## config.mk

```make
export PLATFORM = sky130hd
export DESIGN_NAME = smtc_top
export DESIGN_NICKNAME = d
export VERILOG_FILES = /design/src/hw/smtc_top.v
export VERILOG_INCLUDE_DIRS = /design/src /design/src/hw
export SDC_FILE = /design/constraint.sdc
export NUM_CORES = 1
export LEC_CHECK = 0
export BUFFER_PORTS_ARGS = -buffer_cell sky130_fd_sc_hd__buf_2
export CORE_ASPECT_RATIO = 1.1
export CORE_MARGIN = 1.5
export CORE_UTILIZATION = 61
export DETAILED_ROUTE_END_ITERATION = 7
export HOLD_SLACK_MARGIN = 0.12
export PLACE_DENSITY = 0.8
export REMOVE_ABC_BUFFERS = 1
export SYNTH_ARGS = -nofsm -noshare
export SYNTH_HDL_FRONTEND = slang
export SYNTH_SLANG_ARGS = --single-unit
```

## constraint.sdc

```tcl
create_clock -name clock -period 4.8 [get_ports clock]
set_clock_uncertainty 0.1 [all_clocks]
set_input_delay 1.44 -clock clock [delete_from_list [all_inputs] [get_ports clock]]
set_output_delay 1.44 -clock clock [all_outputs]
set_load 0.03 [all_outputs]
```

## src/hw/smtc_map.vh

```
// Constants of the single-mode thermostat control block.
`ifndef SMTC_MAP_VH
`define SMTC_MAP_VH
// ============================================================
// Register offsets (8-bit address space)
`define SMTC_A_CTRL        8'h00
`define SMTC_A_OCC_COOL    8'h01
`define SMTC_A_OCC_HEAT    8'h02
`define SMTC_A_UNOCC_COOL  8'h03
`define SMTC_A_UNOCC_HEAT  8'h04
`define SMTC_A_TYPE        8'h05
`define SMTC_A_OPTIONS     8'h06
`define SMTC_A_STATUS      8'h07
`define SMTC_A_ACTIVE_SP   8'h08
`define SMTC_A_ROOM_TEMP   8'h09
// ============================================================
// CTRL bit positions
`define SMTC_C_POWER       0
`define SMTC_C_VENT        1
`define SMTC_C_FAN_CONT    2
`define SMTC_C_UNOCC       3
`define SMTC_C_SET_LOCK    4
`define SMTC_C_FAN_IN_HEAT 5
`define SMTC_C_DISP_SP     6
// CTRL reset value: off, heat/cool, fan auto, occupied, fan in heat on.
`define SMTC_CTRL_RST      7'h20
// ============================================================
// Control type codes
`define SMTC_TYPE_COOL     2'h1
`define SMTC_TYPE_HEAT     2'h2
// Setpoint reset value, 0.5 degree steps (21.0 degrees).
`define SMTC_SP_RST        8'h2A
// ============================================================
// Timing
`define SMTC_CLK_HZ        10000000
`define SMTC_MENU_S        10
`define SMTC_WINDOW_S      60
`define SMTC_FANOFF_S      120
`define SMTC_BLINK_CYC     5000000
`endif

```

## src/hw/smtc_top.v

```verilog
// Single-mode thermostat panel and network control block.
// Behaviour
// Power button and network toggle on/off; off holds heat, cool and fan disabled.
// Mode button toggles heat/cool versus ventilation; up/down rotate permitted choices.
// Up raises and down lowers active setpoint; inside a setting they rotate it.
// Fan button toggles auto/continuous; continuous keeps fan on, clears auto indicator.
// Auto indicator flashes during fan off-delay; fan stops when delay expires.
// Set then up/down toggles pending occupancy; applied by set or mode.
// Set lock stops set-button presses from changing occupancy.
// Menu ends after 10 seconds without a panel button press.
// Display shows room temperature or setpoint per display option.
// Network writes of the four setpoints force active setpoint values.
// Control type defaults to heating only after manufacture.
// Factory reset keeps stored control type and operating mode.
// Network type write of 1 or 2 accepted only within options window.
// One minute after options set, options clear to 0 and type locks.
// Local changeover: options set, menu timed out, mode then up/down swaps type.
// Cooling type uses cool setpoints, heating type heat ones, by occupancy.
// No deadband is applied between heating and cooling setpoints.
// Fan-in-heat setting, default 1, gates fan output during heating.
// Changeover window timed from options write; rewrite restarts it.
// Latest of button press or network write to a setting wins.
//
// Local design decisions: the plain strobed port and the register addresses.
`timescale 1ns/1ps
`include "smtc_map.vh"

module smtc_top #(
   parameter MENU_CYC   = `SMTC_CLK_HZ * `SMTC_MENU_S,
   parameter WINDOW_CYC = `SMTC_CLK_HZ * `SMTC_WINDOW_S,
   parameter FANOFF_CYC = `SMTC_CLK_HZ * `SMTC_FANOFF_S,
   parameter BLINK_CYC  = `SMTC_BLINK_CYC
) (
   // Clock and reset.
   input  wire       clock,
   input  wire       rstn,
   // Panel buttons, one-cycle press pulses.
   input  wire       btn_mode,
   input  wire       btn_fan,
   input  wire       btn_up,
   input  wire       btn_down,
   input  wire       btn_set,
   input  wire       btn_power,
   // Factory reset pulse.
   input  wire       factory_reset,
   // Plant inputs.
   input  wire [7:0] room_temp,
   input  wire       demand,
   input  wire       fan_delay_req,
   // Register port.
   input  wire [7:0] reg_addr,
   input  wire [7:0] reg_wdata,
   input  wire       reg_wr,
   input  wire       reg_rd,
   output reg  [7:0] reg_rdata,
   // Plant outputs.
   output reg        heat_out,
   output reg        cool_out,
   output reg        fan_out,
   output reg  [7:0] active_sp,
   // Display.
   output reg  [7:0] disp_value,
   output reg        auto_icon,
   output reg        menu_active,
   output reg        unocc_icon
);

   // ============================================================
   // Panel state machine states
   // Normal display, mode, occupancy and type menus.
   // One-hot codes keep each state test to one flip-flop.
   localparam [3:0] ST_NORMAL = 4'b0001;
   localparam [3:0] ST_MODE   = 4'b0010;
   localparam [3:0] ST_OCC    = 4'b0100;
   localparam [3:0] ST_TYPE   = 4'b1000;

   // The control bits sit in one word so a network write replaces them at once.
   reg [3:0]  state_r;
   reg [6:0]  ctrl_r;
   reg        pend_unocc_r;
   reg [1:0]  type_r;
   reg        opt_r;
   reg        opt_timed_out_r;
   // Four stored setpoints; type and occupancy pick the one in force.
   reg [7:0]  occ_cool_r;
   reg [7:0]  occ_heat_r;
   reg [7:0]  unocc_cool_r;
   reg [7:0]  unocc_heat_r;

   // Timers are 32 bits so the two-minute fan delay fits at full rate.
   reg [31:0] menu_cnt_r;
   reg [31:0] win_cnt_r;
   reg [31:0] fan_cnt_r;
   reg [31:0] blink_cnt_r;
   reg        blink_r;
   reg        fan_delay_r;

   // Presses arrive as one-cycle pulses, so no edge detection is needed.
   wire any_btn = btn_mode | btn_fan | btn_up | btn_down | btn_set | btn_power;
   wire updn    = btn_up | btn_down;
   wire is_heat = (type_r == `SMTC_TYPE_HEAT);
   wire wr_ctrl = reg_wr && (reg_addr == `SMTC_A_CTRL);
   wire wr_opt  = reg_wr && (reg_addr == `SMTC_A_OPTIONS);
   wire wr_type = reg_wr && (reg_addr == `SMTC_A_TYPE);
   wire win_open = opt_r;
   wire type_ok  = (reg_wdata[1:0] == `SMTC_TYPE_COOL) || (reg_wdata[1:0] == `SMTC_TYPE_HEAT);
   wire unocc   = ctrl_r[`SMTC_C_UNOCC];

   // Setpoint that the up/down keys act on in normal operation.
   wire [1:0] sp_sel = {unocc, is_heat};

   // ============================================================
   // Menu state machine, options window and control bits.
   // Factory reset deliberately leaves type_r and the operating mode alone.
   // Network writes come after the button logic so they win a same-cycle tie.
   always @(posedge clock or negedge rstn)
   begin
      if (!rstn)
      begin
         state_r         <= ST_NORMAL;
         ctrl_r          <= `SMTC_CTRL_RST;
         pend_unocc_r    <= 1'b0;
         type_r          <= `SMTC_TYPE_HEAT;
         opt_r           <= 1'b0;
         opt_timed_out_r <= 1'b0;
         menu_cnt_r      <= 32'h0000_0000;
         win_cnt_r       <= 32'h0000_0000;
         occ_cool_r      <= `SMTC_SP_RST;
         occ_heat_r      <= `SMTC_SP_RST;
         unocc_cool_r    <= `SMTC_SP_RST;
         unocc_heat_r    <= `SMTC_SP_RST;
      end
      else
      begin
         // Menu inactivity timer; any press restarts it.
         // It stops at its limit, so a long quiet spell cannot wrap it.
         if (any_btn)
            menu_cnt_r <= 32'h0000_0000;
         else if (state_r != ST_NORMAL && menu_cnt_r < MENU_CYC - 1)
            menu_cnt_r <= menu_cnt_r + 32'h0000_0001;

         // Button handling; network writes below come later in the block, so a
         // write in the same cycle as a press is treated as the later one.
         case (state_r)
            ST_NORMAL:
            begin
               // Power and fan toggle at once and never open a menu.
               if (btn_power)
                  ctrl_r[`SMTC_C_POWER] <= ~ctrl_r[`SMTC_C_POWER];
               if (btn_fan)
                  ctrl_r[`SMTC_C_FAN_CONT] <= ~ctrl_r[`SMTC_C_FAN_CONT];
               if (btn_mode)
               begin
                  ctrl_r[`SMTC_C_VENT] <= ~ctrl_r[`SMTC_C_VENT];
                  state_r <= (opt_r && opt_timed_out_r) ? ST_TYPE : ST_MODE;
               end
               else if (btn_set && !ctrl_r[`SMTC_C_SET_LOCK])
               begin
                  pend_unocc_r <= unocc;
                  state_r      <= ST_OCC;
               end
               else if (updn)
               begin
                  // Setpoint step of one unit, saturating; single setpoint, no deadband.
                  case (sp_sel)
                     2'b00: occ_cool_r <= btn_up ? ((occ_cool_r == 8'hFF) ? occ_cool_r
                                        : occ_cool_r + 8'h01) : ((occ_cool_r == 8'h00)
                                        ? occ_cool_r : occ_cool_r - 8'h01);
                     2'b01: occ_heat_r <= btn_up ? ((occ_heat_r == 8'hFF) ? occ_heat_r
                                        : occ_heat_r + 8'h01) : ((occ_heat_r == 8'h00)
                                        ? occ_heat_r : occ_heat_r - 8'h01);
                     2'b10: unocc_cool_r <= btn_up ? ((unocc_cool_r == 8'hFF) ? unocc_cool_r
                                        : unocc_cool_r + 8'h01) : ((unocc_cool_r == 8'h00)
                                        ? unocc_cool_r : unocc_cool_r - 8'h01);
                     default: unocc_heat_r <= btn_up ? ((unocc_heat_r == 8'hFF) ? unocc_heat_r
                                        : unocc_heat_r + 8'h01) : ((unocc_heat_r == 8'h00)
                                        ? unocc_heat_r : unocc_heat_r - 8'h01);
                  endcase
               end
            end
            ST_MODE:
            begin
               // Only heat/cool and ventilate are permitted in single mode.
               if (updn)
                  ctrl_r[`SMTC_C_VENT] <= ~ctrl_r[`SMTC_C_VENT];
               else if (btn_mode || btn_set)
                  state_r <= ST_NORMAL;
            end
            ST_OCC:
            begin
               // The choice stays pending until set or mode confirms it.
               if (updn)
                  pend_unocc_r <= ~pend_unocc_r;
               else if (btn_set || btn_mode)
               begin
                  ctrl_r[`SMTC_C_UNOCC] <= pend_unocc_r;
                  state_r <= ST_NORMAL;
               end
            end
            ST_TYPE:
            begin
               // The swap is refused once the options window has closed.
               if (updn && opt_r)
                  type_r <= is_heat ? `SMTC_TYPE_COOL : `SMTC_TYPE_HEAT;
               else if (btn_mode || btn_set)
                  state_r <= ST_NORMAL;
            end
            default: state_r <= ST_NORMAL;
         endcase

         // Inactivity abandons any pending, unapplied choice.
         // A press in the same cycle keeps the menu open instead.
         if (state_r != ST_NORMAL && !any_btn && menu_cnt_r >= MENU_CYC - 1)
            state_r <= ST_NORMAL;

         // Menu timeout after options set arms the local changeover.
         // The user then has the rest of the window for mode and up or down.
         if (opt_r && state_r != ST_NORMAL && menu_cnt_r >= MENU_CYC - 1)
            opt_timed_out_r <= 1'b1;

         // Changeover window: open by writing 1, restart on rewrite, close at one minute.
         // A rewrite also disarms the menu condition until the menu times out again.
         if (wr_opt)
         begin
            opt_r           <= reg_wdata[0];
            win_cnt_r       <= 32'h0000_0000;
            opt_timed_out_r <= 1'b0;
         end
         else if (opt_r)
         begin
            if (win_cnt_r >= WINDOW_CYC - 1)
            begin
               opt_r           <= 1'b0;
               opt_timed_out_r <= 1'b0;
            end
            else
               win_cnt_r <= win_cnt_r + 32'h0000_0001;
         end

         // Type write refused outside the window or with a bad code.
         // The lock is simply the closed window; no separate lock bit exists.
         if (wr_type && win_open && type_ok)
            type_r <= reg_wdata[1:0];

         // Network writes, last writer wins over same-cycle presses.
         if (wr_ctrl)
            ctrl_r <= reg_wdata[6:0];
         if (reg_wr && reg_addr == `SMTC_A_OCC_COOL)
            occ_cool_r <= reg_wdata;
         if (reg_wr && reg_addr == `SMTC_A_OCC_HEAT)
            occ_heat_r <= reg_wdata;
         if (reg_wr && reg_addr == `SMTC_A_UNOCC_COOL)
            unocc_cool_r <= reg_wdata;
         if (reg_wr && reg_addr == `SMTC_A_UNOCC_HEAT)
            unocc_heat_r <= reg_wdata;

         // Factory reset restores user settings but not type or mode.
         // It comes last so it overrides a same-cycle write.
         if (factory_reset)
         begin
            ctrl_r <= (`SMTC_CTRL_RST & 7'h7D) | (ctrl_r & 7'h02);
            occ_cool_r   <= `SMTC_SP_RST;
            occ_heat_r   <= `SMTC_SP_RST;
            unocc_cool_r <= `SMTC_SP_RST;
            unocc_heat_r <= `SMTC_SP_RST;
         end
      end
   end

   // ============================================================
   // Fan off-delay timer and indicator blink.
   always @(posedge clock or negedge rstn)
   begin
      if (!rstn)
      begin
         fan_delay_r <= 1'b0;
         fan_cnt_r   <= 32'h0000_0000;
         blink_cnt_r <= 32'h0000_0000;
         blink_r     <= 1'b0;
      end
      else
      begin
         // A new request restarts the delay; continuous mode has no use for it.
         if (fan_delay_req && !ctrl_r[`SMTC_C_FAN_CONT])
         begin
            fan_delay_r <= 1'b1;
            fan_cnt_r   <= 32'h0000_0000;
         end
         else if (fan_delay_r)
         begin
            if (fan_cnt_r >= FANOFF_CYC - 1 || ctrl_r[`SMTC_C_FAN_CONT])
               fan_delay_r <= 1'b0;
            else
               fan_cnt_r <= fan_cnt_r + 32'h0000_0001;
         end
         // Free-running blink base for the automatic indicator.
         if (blink_cnt_r >= BLINK_CYC - 1)
         begin
            blink_cnt_r <= 32'h0000_0000;
            blink_r     <= ~blink_r;
         end
         else
            blink_cnt_r <= blink_cnt_r + 32'h0000_0001;
      end
   end

   // ============================================================
   // Registered outputs and read port.
   always @(posedge clock or negedge rstn)
   begin
      if (!rstn)
      begin
         // Plant outputs stay low through reset for safety.
         heat_out    <= 1'b0;
         cool_out    <= 1'b0;
         fan_out     <= 1'b0;
         active_sp   <= 8'h00;
         disp_value  <= 8'h00;
         auto_icon   <= 1'b0;
         menu_active <= 1'b0;
         unocc_icon  <= 1'b0;
         reg_rdata   <= 8'h00;
      end
      else
      begin
         // Setpoint chosen by type and occupancy.
         // No deadband: only one setpoint is ever in force.
         case (sp_sel)
            2'b00:   active_sp <= occ_cool_r;
            2'b01:   active_sp <= occ_heat_r;
            2'b10:   active_sp <= unocc_cool_r;
            default: active_sp <= unocc_heat_r;
         endcase
         // Heat and cool disabled while off or ventilating; fan disabled only while off.
         // Outside ventilation, fan follows cooling demand always, heating demand only if enabled.
         heat_out <= ctrl_r[`SMTC_C_POWER] && !ctrl_r[`SMTC_C_VENT] && is_heat && demand;
         cool_out <= ctrl_r[`SMTC_C_POWER] && !ctrl_r[`SMTC_C_VENT] && !is_heat && demand;
         fan_out  <= ctrl_r[`SMTC_C_POWER] && (ctrl_r[`SMTC_C_FAN_CONT] || fan_delay_r
                     || (demand && !ctrl_r[`SMTC_C_VENT]
                         && (!is_heat || ctrl_r[`SMTC_C_FAN_IN_HEAT])));
         auto_icon  <= !ctrl_r[`SMTC_C_FAN_CONT] && (!fan_delay_r || blink_r);
         disp_value <= ctrl_r[`SMTC_C_DISP_SP] ? active_sp : room_temp;
         menu_active <= (state_r != ST_NORMAL);
         unocc_icon  <= unocc;
         // Read data stand for one cycle only and are zero otherwise.
         if (reg_rd)
         begin
            if (reg_addr == `SMTC_A_CTRL)
               reg_rdata <= {1'b0, ctrl_r};
            else if (reg_addr == `SMTC_A_OCC_COOL)
               reg_rdata <= occ_cool_r;
            else if (reg_addr == `SMTC_A_OCC_HEAT)
               reg_rdata <= occ_heat_r;
            else if (reg_addr == `SMTC_A_UNOCC_COOL)
               reg_rdata <= unocc_cool_r;
            else if (reg_addr == `SMTC_A_UNOCC_HEAT)
               reg_rdata <= unocc_heat_r;
            else if (reg_addr == `SMTC_A_TYPE)
               reg_rdata <= {6'h00, type_r};
            else if (reg_addr == `SMTC_A_OPTIONS)
               reg_rdata <= {7'h00, opt_r};
            else if (reg_addr == `SMTC_A_STATUS)
               reg_rdata <= {3'h0, fan_delay_r, fan_out, cool_out, heat_out, menu_active};
            else if (reg_addr == `SMTC_A_ACTIVE_SP)
               reg_rdata <= active_sp;
            else if (reg_addr == `SMTC_A_ROOM_TEMP)
               reg_rdata <= room_temp;
            else
               reg_rdata <= 8'h00;   // Unmapped addresses read as zero.
         end
         else
            reg_rdata <= 8'h00;
      end
   end

endmodule // smtc_top

```

==> qor.csv <==
metric,value,unit
status,"complete, no violations",
"Clk Latency, worst-skew pair",0.52,ns
fill count,1469,
wire length per cell,18.35,µm
"setup slack, reg-to-reg",1.69,ns
synth-to-layout area growth,12.19,%
largest net degree at the start of global routing,106,
TritonCTS buffer count,23,
Worst EP arrival,4.01,ns
"FF+latch count, synth",208,
pre-CTS setup slack,0.6314,ns
Worst Setup EP,occ_heat_r[7],
Crit Path Max Fanout,19,
crit-path cells,"buf_2, inv_1, buf_4, ha_1, a21oi_1, o211ai_1, o41ai_1, xnor2_1, a31oi_1, o21ai_0",
CP Data Required Time,5.13,ns
CTS Buffer Depth,3,
clock-pin slew on the worst setup and hold paths,0.06,ns
Setup Total Neg Slack,0,ns
area of the multi-input gates,6412,µm²
worst path bufs/invs,3,
PortBufs,66,
mean post-synth cell area,9.323,µm²
Most used DFF post-synth,dfrtp_1,
most common cell in the netlist,dfrtp_1,
crit path kind,input port to register,
slowest cell delay on critical path,0.59,ns
Pre-antenna DRT Iters,6,
Final min period,3.676,ns
Synth cell types,79,
Critical Path Start,btn_up,
number of stages on the worst setup path,10,
max-slew violations,0,
slowest CP cell,inv_1,
Post-DP HPWL,19.89,mm
placeable core area,19100,µm²
DRC,0,
CTS Sinks,208,
layout cells sized above 1,12.58,%
share of the synthesized area in the top cell type,40.57,%
CTS tree,built,
RSZ-0062 raised after global routing,no,
post-route ant nets,0,
total track usage,29.62,%
Post-Syn Area,11910,µm²
"delay-heaviest family, CP",buffers and inverters,
first-pass GRT wire length,48.89,mm
Clock Tree Root,clkbuf_16,
Fmax,272.0,MHz
die area,20360,µm²
reg-to-reg startpoint,state_r[1],
Hold Crit Class,register to register,
initial DRC count,825,
Resized Gates After CTS,0,
Cells after Synth,1277,
initial antenna violation count,0,
dominant cells by area after synthesis,"dfrtp_1 41%, nor2_1 4.4%, nand2_1 3.8%, xor2_1 3.4%, dfstp_2 3.3%",
total grt overflow,0,
vias post-DR,10220,
"area leader, netlist",dfrtp_1,
GP Congestion,0.8982,
Finish-stage setup viols,0,
R2R depth,7,
die width,136.2,µm
Initial Utilization,62.34,%
Post-CTS Setup Bufs,0,
Hold Fails Final Rpt,0,
routed vias/inst,6.361,
Reg area,5224,µm²
cell area power density,390.6,nW/µm²
Worst Tran Pin Value,1.182,ns
vias in the first global route,9850,
Startpoint Class,input port,
reg-to-reg critical path endpoint,unocc_cool_r[7],
H-tree depth,1,
Die Y,149.5,µm
Ports,67,
post-route clock period utilization,76.59,%
Diodes inserted,0,
number of hold buffers added after CTS,0,
VDD IR max,0.2775,mV
final wirelength,29.46,mm
MaxCap Viol Count,0,
Crit. End Element,register,
setup ws final,1.124,ns
Synth Warn #,0,
most frequent cells after synthesis,"193 x dfrtp_1, 139 x nor2_1, 122 x nand2_1",
Std-Cell Rows,53,
"EDFF count, synth",0,
part of the Yosys area used for sequential elements,43.88,%
Final #Nets,1411,
async set or reset register ratio after synthesis,100.0,%
Slew HR,20.83,%
Leak,5.546,nW
## report_power, final
group          leakage (nW)  internal (mW)  switching, mW  total [mW]
clock network         0.395           1.20          0.721        1.92
logic                  2.53          0.456          0.666        1.12
registers              2.62           1.93          0.246        2.17
total                  5.55           3.58           1.63        5.22
## sequential cells by signal, summed over array words and instances (netlist names), 2 cells and up
register	count
blink_cnt_r	32
fan_cnt_r	32
menu_cnt_r	32
win_cnt_r	32
active_sp	8
disp_value	8
occ_cool_r	8
occ_heat_r	8
reg_rdata	8
unocc_cool_r	8
unocc_heat_r	8
ctrl_r	7
state_r	4
type_r	2
## cell usage in the layout (no fill, tap or decap), types with 9 or more instances in the layout
cell	Yosys	final
nor3_1	30	29
a21o_1	11	11
xor2_1	46	46
nand4_1	33	33
nand2b_1	10	10
nor4_1	25	25
nor2b_1	11	10
a22oi_1	11	11
nand2_1	122	122
a21oi_1	72	72
dfrtp_1	193	193
dfstp_2	15	15
a211oi_1	18	18
xnor2_1	45	45
o21ai_0	70	70
and3_1	26	26
clkbuf_16	0	23
buf_4	1	17
nor2_1	139	139
conb_1	1	9
o211ai_1	19	19
or4_1	14	14
o21bai_1	10	10
mux2_2	13	13
buf_2	5	65
mux2i_1	20	20
a31oi_1	11	11
ha_1	28	28
o31ai_1	12	12
and2_1	12	12
or3_1	31	31
nand3_1	44	44
inv_1	25	25
## layout make-up
cell class | instances | share of cell area (%)
clock buffers | 32 | 4.787
clock inverters | 10 | 1.377
inverters | 27 | 0.7588
multi-input cells | 998 | 48.01
flip-flops and latches | 208 | 39.11
well taps | 247 | 2.314
repair buffers | 84 | 3.644
## logic make-up after synthesis
logic type               synth area share (%)
flip-flops                              43.88
multiplexers                            4.425
buffers and inverters                   2.575
AND/OR/NAND/NOR                         22.08
XOR/XNOR                                6.695
adder cells (fa/ha/maj)                 3.615
other                                 0.03150
AO/OA/AOI/OAI                           16.70
## worst min-delay path by stage
stage,startpoint,slack [ns],depth (start not counted),endpoint
final,win_cnt_r[30],0.38,1,win_cnt_r[30]
after global routing,blink_cnt_r[0],0.41,1,blink_cnt_r[0]
after global placement,win_cnt_r[30],0.37,1,win_cnt_r[30]
after detailed placement,win_cnt_r[30],0.37,1,win_cnt_r[30]
after CTS,win_cnt_r[30],0.39,1,win_cnt_r[30]
after floorplan,win_cnt_r[30],0.35,1,win_cnt_r[30]
## per-stage QoR
stage / power, mW / util (%) / hold slack [ns] / area [µm²] / cells
after floorplan: 2.923 / - / 0.3543 / 11730 / 1233
after global placement: 3.263 / 65.63 / 0.3690 / 12530 / 1564
after detailed placement: 3.292 / 65.63 / 0.3715 / 12530 / 1564
after CTS: 5.218 / 69.94 / 0.3907 / 13360 / 1606
after global routing: 5.454 / 69.94 / 0.4103 / 13360 / 1606
final: 5.218 / 69.94 / 0.3850 / 13360 / 1606
## routing by layer
metal,routed length (µm),GRT usage (%)
met2,13750,48.31
met1,12490,40.10
met3,2234,4.268
met5,0,0
met4,994,11.33
Note: power is estimated with default switching activity, not from simulation.
